$ cat src/fpc_pkg.sv
// shared constants, register map and types of the flash program/erase controller
package fpc_pkg;
  // clock rate used to turn times into cycle counts
  localparam int CLK_MHZ = 125;

  // register byte offsets on the wishbone bus
  localparam logic [7:0] ADR_CTRL     = 8'h00; // flash_op_control
  localparam logic [7:0] ADR_KEY      = 8'h04; // flash_unlock_key, write only
  localparam logic [7:0] ADR_TPAGE    = 8'h08; // table_page_register
  localparam logic [7:0] ADR_TOFFSET  = 8'h0C; // in-page table offset
  localparam logic [7:0] ADR_LATCH_LO = 8'h10; // table write, low word
  localparam logic [7:0] ADR_LATCH_HI = 8'h14; // table write, high byte, offset += 2

  // control register field positions
  localparam int CTRL_WR_BIT    = 15; // start, set only
  localparam int CTRL_PROGRAM_ERASE_ENABLE_BIT  = 14; // program_erase_enable
  localparam int CTRL_ERR_BIT   = 13; // sequence_error_flag
  localparam int CTRL_ERASE_BIT = 6;  // erase select
  localparam int CTRL_OP_LSB    = 0;  // flash_op_select low bit
  localparam int CTRL_OP_MSB    = 3;  // flash_op_select high bit
  localparam logic [15:0] CTRL_RESET = 16'h0000;

  // unlock key values, in this order
  localparam logic [7:0] KEY_FIRST  = 8'h55;
  localparam logic [7:0] KEY_SECOND = 8'hAA;

  // flash_op_select codes
  localparam logic [3:0] OP_ROW  = 4'h1; // row program (erase = 0)
  localparam logic [3:0] OP_PAGE = 4'h2; // page erase (erase = 1)
  localparam logic [3:0] OP_WORD = 4'h3; // word program (erase = 0)
  localparam logic [3:0] OP_BULK = 4'hF; // bulk erase (erase = 1)

  // array geometry in program-counter units (two per instruction)
  localparam int ROW_WORDS = 64;  // 64 instructions, 192 bytes
  localparam int ROW_LSB   = 7;   // row base alignment
  localparam int BLOCK_LSB = 10;  // 8-row block, 512 instructions, 1536 bytes
  localparam logic [5:0] ROW_LAST = 6'h3F;

  // operation times in microseconds (arbitrary plain defaults)
  localparam int WORD_TIME_US  = 40;
  localparam int ROW_TIME_US   = 2000;
  localparam int PAGE_TIME_US  = 20000;
  localparam int BULK_TIME_US  = 40000;

  // sequencer states
  typedef enum logic [1:0] {FPC_IDLE, FPC_ROW, FPC_WAIT} fpc_state_t;

  // unlock key tracker
  typedef enum logic [1:0] {KEY_IDLE, KEY_HALF, KEY_ARMED} fpc_key_t;

  // request to the flash array, one-cycle strobes
  typedef struct packed {
    logic        wr;    // program one instruction word
    logic        erase; // erase block or whole array
    logic        bulk;  // erase whole array
    logic [23:0] addr;  // program memory address
    logic [23:0] data;  // instruction word to program
  } fpc_flash_req_t;
endpackage

$ cat src/fpc_ctrl.sv
// flash program/erase sequencer with wishbone register slave
`timescale 1ns/1ps
module fpc_ctrl
  import fpc_pkg::*;
#(
  parameter int WORD_TIME = WORD_TIME_US, // word program time, us
  parameter int ROW_TIME  = ROW_TIME_US,  // row program time, us
  parameter int PAGE_TIME = PAGE_TIME_US, // page erase time, us
  parameter int BULK_TIME = BULK_TIME_US  // bulk erase time, us
) (
  input  wire logic           CLK_IN,        // system clock
  input  wire logic           RESETN_IN,     // power-on reset, async
  input  wire logic           SYS_RESET_IN,  // any other reset, sync
  input  wire logic           SERIAL_MODE_IN,// external serial programming mode
  input  wire logic           WB_CYC_IN,     // wishbone cycle
  input  wire logic           WB_STB_IN,     // wishbone strobe
  input  wire logic           WB_WE_IN,      // wishbone write
  input  wire logic [7:0]     WB_ADR_IN,     // wishbone byte address
  input  wire logic [3:0]     WB_SEL_IN,     // wishbone byte enables
  input  wire logic [31:0]    WB_DAT_IN,     // wishbone write data
  output logic      [31:0]    WB_DAT_OUT,    // wishbone read data
  output logic                WB_ACK_OUT,    // wishbone acknowledge
  output logic                CPU_STALL_OUT, // processor stall
  output fpc_flash_req_t      FLASH_REQ_OUT  // flash array request
);

  // cycle counts derived from the times
  localparam logic [31:0] WORD_CYC = 32'(WORD_TIME * CLK_MHZ);
  localparam logic [31:0] ROW_CYC  = 32'(ROW_TIME * CLK_MHZ);
  localparam logic [31:0] PAGE_CYC = 32'(PAGE_TIME * CLK_MHZ);
  localparam logic [31:0] BULK_CYC = 32'(BULK_TIME * CLK_MHZ);

  // byte-lane merge of a 16-bit register
  function automatic logic [15:0] wmerge16(input logic [15:0] old_v,
                                           input logic [15:0] new_v,
                                           input logic [1:0]  sel);
    wmerge16 = {sel[1] ? new_v[15:8] : old_v[15:8],
                sel[0] ? new_v[7:0]  : old_v[7:0]};
  endfunction

  // word address match
  function automatic logic hit(input logic [7:0] adr, input logic [7:0] off);
    hit = (adr[7:2] == off[7:2]);
  endfunction

  // state registers
  fpc_state_t     st_r, st_nxt;       // sequencer state
  fpc_key_t       key_r, key_nxt;     // unlock tracker
  logic           busy_r, busy_nxt;   // operation in progress, reads as start bit
  logic           program_erase_enable_r;             // program_erase_enable
  logic           err_r, err_nxt;     // sequence_error_flag
  logic           erase_r;            // erase select
  logic [3:0]     op_r;               // flash_op_select
  logic [7:0]     tpage_r;            // table page
  logic [15:0]    toff_r;             // table offset
  logic [5:0]     idx_r, idx_nxt;     // row word index
  logic [31:0]    cnt_r, cnt_nxt;     // self-timing counter
  logic           ack_r;              // bus acknowledge
  logic [31:0]    dat_r;              // bus read data
  fpc_flash_req_t req_r, req_nxt;     // flash strobe register
  logic [23:0]    latch [ROW_WORDS];  // write latches

  // bus decode
  wire        req_w    = WB_CYC_IN & WB_STB_IN & ~ack_r;
  wire        wreq_w   = req_w & WB_WE_IN;
  wire        hit_ctrl = hit(WB_ADR_IN, ADR_CTRL);
  wire        hit_key  = hit(WB_ADR_IN, ADR_KEY);
  wire        hit_pg   = hit(WB_ADR_IN, ADR_TPAGE);
  wire        hit_off  = hit(WB_ADR_IN, ADR_TOFFSET);
  wire        hit_lo   = hit(WB_ADR_IN, ADR_LATCH_LO);
  wire        hit_hi   = hit(WB_ADR_IN, ADR_LATCH_HI);
  wire [5:0]  lat_idx  = toff_r[ROW_LSB-1:1];

  // control register as read: unimplemented bits tie to zero
  wire [15:0] ctrl_rd  = {busy_r, program_erase_enable_r, err_r, 6'h00, erase_r, 2'h0, op_r};
  wire [15:0] ctrl_wd  = wmerge16(ctrl_rd, WB_DAT_IN[15:0], WB_SEL_IN[1:0]);
  wire        ctrl_wr  = wreq_w & hit_ctrl & ~busy_r;

  // operation decode from the value being written
  wire        n_erase  = ctrl_wd[CTRL_ERASE_BIT];
  wire [3:0]  n_op     = ctrl_wd[CTRL_OP_MSB:CTRL_OP_LSB];
  wire        is_word  = ~n_erase & (n_op == OP_WORD);
  wire        is_row   = ~n_erase & (n_op == OP_ROW);
  wire        is_page  = n_erase & (n_op == OP_PAGE);
  wire        is_bulk  = n_erase & (n_op == OP_BULK) & SERIAL_MODE_IN;
  // anything else, including mis-paired codes, counts as unimplemented
  wire        op_ok    = is_word | is_row | is_page | is_bulk;

  // start attempt: the start bit can only be set, never cleared here
  wire        try_go   = ctrl_wr & ctrl_wd[CTRL_WR_BIT];
  wire        go       = try_go & (key_r == KEY_ARMED) & ctrl_wd[CTRL_PROGRAM_ERASE_ENABLE_BIT] & op_ok;
  wire        bad      = try_go & ~go;
  wire        abort    = SYS_RESET_IN & busy_r; // termination of a running operation

  // load value of the self-timer
  wire [31:0] cnt_load = is_word ? WORD_CYC : (is_page ? PAGE_CYC : BULK_CYC);

  // addresses: rows and blocks are edge-aligned from address zero
  wire [23:0] row_addr = {tpage_r, toff_r[15:ROW_LSB], idx_r, 1'b0};
  wire [23:0] blk_addr = {tpage_r, toff_r[15:BLOCK_LSB], {BLOCK_LSB{1'b0}}};
  wire [23:0] wrd_addr = {tpage_r, toff_r[15:1], 1'b0};

  // read data selection; key and unmapped addresses read zero
  wire [31:0] rd_data  = hit_ctrl ? {16'h0000, ctrl_rd} :
                         hit_pg   ? {24'h000000, tpage_r} :
                         hit_off  ? {16'h0000, toff_r} :
                         hit_lo   ? {16'h0000, latch[lat_idx][15:0]} :
                         hit_hi   ? {24'h000000, latch[lat_idx][23:16]} : 32'h00000000;

  // unlock tracker: two key writes in a row, any other write breaks it
  always_comb begin
    key_nxt = key_r;
    if (SYS_RESET_IN) begin
      key_nxt = KEY_IDLE;
    end else if (wreq_w) begin
      if (hit_key && WB_SEL_IN[0] && WB_DAT_IN[7:0] == KEY_FIRST) begin
        key_nxt = KEY_HALF;
      end else if (hit_key && WB_SEL_IN[0] && key_r == KEY_HALF &&
                   WB_DAT_IN[7:0] == KEY_SECOND) begin
        key_nxt = KEY_ARMED;
      end else begin
        key_nxt = KEY_IDLE; // arming is used up by the next write of any kind
      end
    end
  end

  // error flag: hardware set beats a software clear in the same cycle
  always_comb begin
    err_nxt = err_r;
    if (bad || abort) begin
      err_nxt = 1'b1;
    end else if (go) begin
      err_nxt = 1'b0;
    end else if (ctrl_wr) begin
      err_nxt = ctrl_wd[CTRL_ERR_BIT];
    end
  end

  // sequencer: launch, strobe the array, then run out the self-timer
  always_comb begin
    st_nxt   = st_r;
    idx_nxt  = idx_r;
    cnt_nxt  = cnt_r;
    busy_nxt = busy_r;
    req_nxt  = '0;
    case (st_r)
      FPC_IDLE: begin
        if (go) begin
          busy_nxt = 1'b1;
          cnt_nxt  = cnt_load;
          if (is_row) begin
            idx_nxt = 6'h00;
            st_nxt  = FPC_ROW;
          end else if (is_word) begin
            req_nxt.wr   = 1'b1;
            req_nxt.addr = wrd_addr;
            req_nxt.data = latch[lat_idx];
            st_nxt       = FPC_WAIT;
          end else begin
            req_nxt.erase = 1'b1;
            req_nxt.bulk  = is_bulk;
            req_nxt.addr  = is_bulk ? 24'h000000 : blk_addr;
            st_nxt        = FPC_WAIT;
          end
        end
      end
      FPC_ROW: begin
        // one latch word per cycle, all 64 of the row
        req_nxt.wr   = 1'b1;
        req_nxt.addr = row_addr;
        req_nxt.data = latch[idx_r];
        idx_nxt      = idx_r + 6'h01;
        if (idx_r == ROW_LAST) begin
          cnt_nxt = ROW_CYC;
          st_nxt  = FPC_WAIT;
        end
      end
      FPC_WAIT: begin
        if (cnt_r <= 32'h00000001) begin
          busy_nxt = 1'b0;
          st_nxt   = FPC_IDLE;
        end else begin
          cnt_nxt = cnt_r - 32'h00000001;
        end
      end
      default: begin
        st_nxt   = FPC_IDLE;
        busy_nxt = 1'b0;
      end
    endcase
    // other resets end the operation; the enable, erase and op bits keep their values
    if (SYS_RESET_IN) begin
      st_nxt   = FPC_IDLE;
      busy_nxt = 1'b0;
      req_nxt  = '0;
    end
  end

  // sequencer and strobe flops
  always_ff @(posedge CLK_IN or negedge RESETN_IN) begin
    if (!RESETN_IN) begin
      st_r   <= FPC_IDLE;
      busy_r <= 1'b0;
      idx_r  <= 6'h00;
      cnt_r  <= 32'h00000000;
      req_r  <= '0;
    end else begin
      st_r   <= st_nxt;
      busy_r <= busy_nxt;
      idx_r  <= idx_nxt;
      cnt_r  <= cnt_nxt;
      req_r  <= req_nxt;
    end
  end

  // control fields: only the power-on reset returns them to zero
  always_ff @(posedge CLK_IN or negedge RESETN_IN) begin
    if (!RESETN_IN) begin
      program_erase_enable_r  <= CTRL_RESET[CTRL_PROGRAM_ERASE_ENABLE_BIT];
      erase_r <= CTRL_RESET[CTRL_ERASE_BIT];
      op_r    <= CTRL_RESET[CTRL_OP_MSB:CTRL_OP_LSB];
      err_r   <= CTRL_RESET[CTRL_ERR_BIT];
      key_r   <= KEY_IDLE;
    end else begin
      err_r <= err_nxt;
      key_r <= key_nxt;
      if (ctrl_wr) begin
        program_erase_enable_r  <= ctrl_wd[CTRL_PROGRAM_ERASE_ENABLE_BIT];
        erase_r <= n_erase;
        op_r    <= n_op;
      end
    end
  end

  // table pointer: page, offset, and post-increment after the high byte
  always_ff @(posedge CLK_IN or negedge RESETN_IN) begin
    if (!RESETN_IN) begin
      tpage_r <= 8'h00;
      toff_r  <= 16'h0000;
    end else if (wreq_w && !busy_r) begin
      if (hit_pg && WB_SEL_IN[0]) begin
        tpage_r <= WB_DAT_IN[7:0];
      end else if (hit_off) begin
        toff_r <= wmerge16(toff_r, WB_DAT_IN[15:0], WB_SEL_IN[1:0]);
      end else if (hit_hi) begin
        toff_r <= toff_r + 16'h0002;
      end
    end
  end

  // write latches hold table writes until a program runs; not reset, like the array
  always_ff @(posedge CLK_IN) begin
    if (wreq_w && !busy_r && hit_lo) begin
      latch[lat_idx][15:0] <= wmerge16(latch[lat_idx][15:0], WB_DAT_IN[15:0],
                                       WB_SEL_IN[1:0]);
    end else if (wreq_w && !busy_r && hit_hi && WB_SEL_IN[0]) begin
      latch[lat_idx][23:16] <= WB_DAT_IN[7:0];
    end
  end

  // bus answer one cycle after the request, dropped the cycle after
  always_ff @(posedge CLK_IN or negedge RESETN_IN) begin
    if (!RESETN_IN) begin
      ack_r <= 1'b0;
      dat_r <= 32'h00000000;
    end else begin
      ack_r <= req_w;
      if (req_w && !WB_WE_IN) begin
        dat_r <= rd_data;
      end
    end
  end

  // outputs straight from flops
  assign WB_ACK_OUT    = ack_r;
  assign WB_DAT_OUT    = dat_r;
  assign CPU_STALL_OUT = busy_r;
  assign FLASH_REQ_OUT = req_r;

endmodule

$ cat config.mk
export PLATFORM = sky130hd
export DESIGN_NAME = fpc_ctrl
export DESIGN_NICKNAME = d
export VERILOG_FILES = /design/src/fpc_pkg.sv /design/src/fpc_ctrl.sv
export SDC_FILE = /design/constraint.sdc
export NUM_CORES = 2
export LEC_CHECK = 0
export BUFFER_PORTS_ARGS = -buffer_cell sky130_fd_sc_hd__clkbuf_2
export CORE_ASPECT_RATIO = 0.7
export CORE_MARGIN = 2
export CORE_UTILIZATION = 45
export CTS_CLUSTER_SIZE = 14
export DETAILED_ROUTE_END_ITERATION = 12
export SYNTH_ARGS = -nofsm -noshare
export SYNTH_HDL_FRONTEND = slang
export SYNTH_SLANG_ARGS = --single-unit
$ cat constraint.sdc
create_clock -name CLK_IN -period 7.3 [get_ports CLK_IN]
set_input_delay 0.365 -clock CLK_IN [delete_from_list [all_inputs] [get_ports CLK_IN]]
set_output_delay 0.365 -clock CLK_IN [all_outputs]
set_load 0.1 [all_outputs]
# Yosys cells after proc, flatten, opt, wreduce, memory -nomap -nowiden
# Memory sizes are Yosys's and may differ from the RTL's.
# Cells that the tools add are included.
word_totals:
  register_bits: 158
  ram_bits: 1536
  in_bits: 51
  memories: 1
op_classes:
  addsub: 3
  n_lt_le_gt_ge: 1
  n_eq_ne: 26
  muxes: 55
  n_bitwise: 24
  reduce_logical: 29
mem_list:
  columns: ["name", "words", "width", "rd", "rd_ports_with_merged_regs", "write_ports", "line_no", "rtl"]
  rows:
  - ["latch", 64, 24, 2, 0, 1, "fpc_ctrl.sv:61", "logic [23:0] latch [ROW_WORDS];"]
ops:
  columns: ["operator", "count"]
  rows:
  - ["$mux 51", 3]
  - ["$mux 16", 6]
  - ["$mux 32", 3]
  - ["$pmux 32 s3", 1]
  - ["$pmux 48 s2", 1]
  - ["$mux 24", 3]
  - ["$mux 8", 6]
  - ["$mux 23", 2]
  - ["$le 32x1->1 const B", 1]
  - ["$sub 32x1->32 const B", 1]
  - ["$mux 2", 11]
  - ["$add 16x2->16 const B", 1]
  - ["$and 1x1->1", 16]
  - ["$ne 2x2->1 const B", 7]
  - ["$eq 6x2->1 const B", 2]
  - ["$eq 6x3->1 const B", 2]
  - ["$mux 1", 12]
  - ["$mux 6", 2]
  - ["$pmux 6 s2", 1]
  - ["$reduce_and 4->1", 3]
  - ["$logic_and 1x1->1", 10]
  - ["$ne 3x3->1 const B", 3]
  - ["$reduce_and 3->1", 3]
  - ["$reduce_bool 3->1", 3]
  - ["other kinds (22)", 35]

# Logic depth before layout (Yosys ltp)
logic_depth:
  ltp_word: 14
  depth_mapped: 13

# Worst setup path after synthesis
# No wires, ideal clock.
synth_path:
  path_type: "register -> register"
  start: "register toff_r[3] (netlist name)"
  end: "memory latch[0][15] (data pin)"
  setup_time_ps: 564
  arrival_time_ps: 4034
  setup_slack_ps: 2703
  path_stages_with_launch: 12
  period_less_slack_ps: 4597
  cell_sequence: "dfrtp_1 buf_2 buf_4 nor3b_1 buf_2 buf_2 buf_1 a22oi_1 a41oi_1 nor3_1 o211a_1 mux2i_1"
synth_rtl:
  columns: ["item", "line_no"]
  rows:
  - ["end: declaration", "fpc_ctrl.sv:61"]

==> results.tsv <==
metric	value	unit
status	finished, violations left	
violations	max-capacitance violations, max-slew violations	
cts_root_buffer	clkbuf_16	
cp_slowest_stage_delay	1.02	ns
grt_pass1_vias	49590	
path_cells	buf_4 -> buf_4 -> mux2i_1 -> o22ai_1 -> nor3_1 -> o221ai_1 -> or4_1 -> mux2_2 -> buf_4	
clk_pin_slew	0.06	ns
fin_crit_sh	76.1	%
hold_viol	0	
cp.arrival	6.06	ns
worstSetupStartpointType	register	
design.core.area	0.172	mm^2
pwr_density_cell	248	mW/mm^2
syn_avg_cell_area	16.6	um^2
yosysWarnings	0	
regArea	0.0497	mm^2
drive_gt1_share	27.6	%
ys_ff_latch	1677	
cts-buffers-inserted	162	
syn_area	0.0782	mm^2
post_cts_buffers	0	
num_io_pins	136	
wire_per_inst	41.1	um
cts_buffer_depth	3	
rows	127	
grt_max_degree	102	
setup_violations	0	
grt_overflow	0	
worst_slew_pin_slew	1.52	ns
ir_drop	0.263	mV
rsz0062_at_grt	no	
n_fill_cell	14052	
dp.cells	6992	
fin_cells	7303	
hold_path.class	input pin to register	
ctsHoldBuffers	9	
period_needed	5.56	ns
area_growth	12.0	%
multi_input_area	0.0271	mm^2
crit_path_end_kind	register	
yosysUniqueCellTypes	95	
drc	0	
die_w	502	um
hpwlAfterDp	193000	um
synth_flop_cell	edfxtp_1	
fin_skew	0.0453	ns
ctsResizeCount	0	
antenna_found_initial	25	
yosysSeqAreaShare	63.5	%
path_class	register to register	
layout.nets	4902	
h-tree-depth	4	
synth_edf_count	1536	
grt.total_usage	33.5	%
first_pass_iters	7	
maxCapViolCount	1	
die_h	353	um
fp.dieArea	0.177	mm^2
drtIter0Drc	10189	
crit_top_cell	buf_4	
place_congestion	0.993	
vias	52318	
routed_via_density	7.16	
slowest_stage	dfrtp_4	
clkSinkCount	1677	
grt_pass1_wl	411000	um
cts_tree	built	
path_max_fanout	48	
start_util	45.5	%
antenna_left	0	
slew_viol_final	2	
syn_inst	4724	
portBuffers	98	
wl	300000	um
clk_latency	0.84	ns
final.setup.tns	0	ns
worstPathRequired	7.80	ns
maxSlewHeadroom	-2.14	%
max_freq	0.180	GHz
async_flop_share	8.41	%
total_leakage_power	0.0276	uW
-- critical path: cells and delay by family, from the launching register on --
kind,cells,cell delay (ns)
AND/OR/NAND/NOR,2,1.67
buffers and inverters,3,1.20
flip-flops,1,1.02
multiplexers,2,0.85
AO/OA/AOI/OAI,2,0.36
-- layout by cell type (no fill, tap or decap), drive strengths merged, types with 11 or more instances in the layout --
cell type	synthesis	final
a31oi	69	69
nor2	277	277
and3	19	19
and4	11	11
o2bb2ai	17	17
a211oi	21	21
nand2	152	152
bufinv	0	18
conb	1	17
a22o	50	50
a221o	37	37
mux2	136	136
nor3	48	48
a221oi	93	93
dfrtp	141	141
a22oi	268	268
buf	238	230
or4	12	12
o21ai	139	139
clkbuf	158	307
mux2i	185	185
nand3	31	31
o211ai	14	14
o22ai	65	65
mux4	539	539
nand2b	24	24
nand4	24	24
edfxtp	1536	1536
clkinv	1	57
a222oi	13	13
and2	30	30
inv	29	36
nor4	18	18
a21oi	143	143
a41oi	17	17
-- registers in the layout, indices dropped and copies added (netlist names), 2 cells and up --
signal	cells
FLASH_REQ_OUT	50
st_r	2
toff_r	16
key_r	2
idx_r	6
latch	1536
WB_DAT_OUT	16
tpage_r	8
op_r	4
cnt_r	32
-- worst paths after layout --
path | from | end | slack (ns) | cells after the start
worst max-delay path | toff_r[2] | latch[28][3] | 1.74 | 9
worst min-delay path | WB_DAT_IN[14] | program_erase_enable_r | 0.05 | 3
worst max register to register | toff_r[2] | latch[28][3] | 1.74 | 9
worst min register to register | program_erase_enable_r | program_erase_enable_r | 0.50 | 2
max in group asynchronous | RESETN_IN | idx_r[2] | 5.59 | 3
min in group asynchronous | RESETN_IN | WB_DAT_OUT[5] | 0.23 | 2
-- cell families (layout without fill, tap and decap cells) --
group / after synthesis / after routing / synth area share [%]
mux: 860 / 860 / 19.8
simple gates: 714 / 714 / 4.49
xor+xnor: 3 / 3 / 0.0336
buf+inv: 426 / 663 / 2.57
fa+ha+maj: 7 / 7 / 0.112
flops: 1677 / 1677 / 63.5
other cells: 1 / 21 / 0.00479
compound gates: 1036 / 1036 / 9.49
-- per-stage QoR --
step	hold slack [ns]	total power [uW]	setup slack [ns]	area [um^2]	utilization, %
floorplan	0.0694	12200	2.70	78300	-
global placement	0.466	13200	2.12	82300	47.8
detailed placement	0.467	13200	2.09	82300	47.9
CTS	0.00755	21700	2.07	87600	51.0
global route	0.0591	22200	1.80	87600	51.0
finish	0.0471	21700	1.74	87600	51.0
-- cell type report --
type	count	share of cell area (%)
sequential	1677	56.7
multi-input combinational	2637	31.0
clock buffer	210	4.90
tap	2322	3.31
timing repair buffer	336	2.92
clock inverter	87	1.09
inverter	30	0.131
antenna	4	0.0114
-- report_power, final --
group	leakage, uW	internal [uW]	switching (uW)
sequential	0.0156	10700	70.1
combinational	0.00946	636	1740
clock	0.00254	4800	3780
-- cell usage after synthesis (133+ instances only) --
| cell type | count | area [um^2] |
|---|---|---|
| o21ai_0 | 137 | 686 |
| a22oi_1 | 267 | 2000 |
| edfxtp_1 | 1536 | 46100 |
| dfrtp_1 | 141 | 3530 |
| mux4_2 | 539 | 12100 |
| mux2i_1 | 185 | 1850 |
| nand2_1 | 151 | 567 |
| clkbuf_1 | 156 | 586 |
| a21oi_1 | 142 | 711 |
| mux2_2 | 133 | 1500 |
| buf_2 | 138 | 691 |
| nor2_1 | 276 | 1040 |
-- per-layer routing --
| layer | track usage (%) | vias to the layer above | part of all wire, % |
|---|---|---|---|
| met4 | 12.1 | 18 | 4.1 |
| met2 | 43.7 | 4484 | 40 |
| li1 | - | 20055 | - |
| met5 | 1.14 | - | 0.13 |
| met1 | 48.1 | 27124 | 38 |
| met3 | 16.2 | 637 | 18 |
Note: power is estimated with default switching activity, not from simulation.
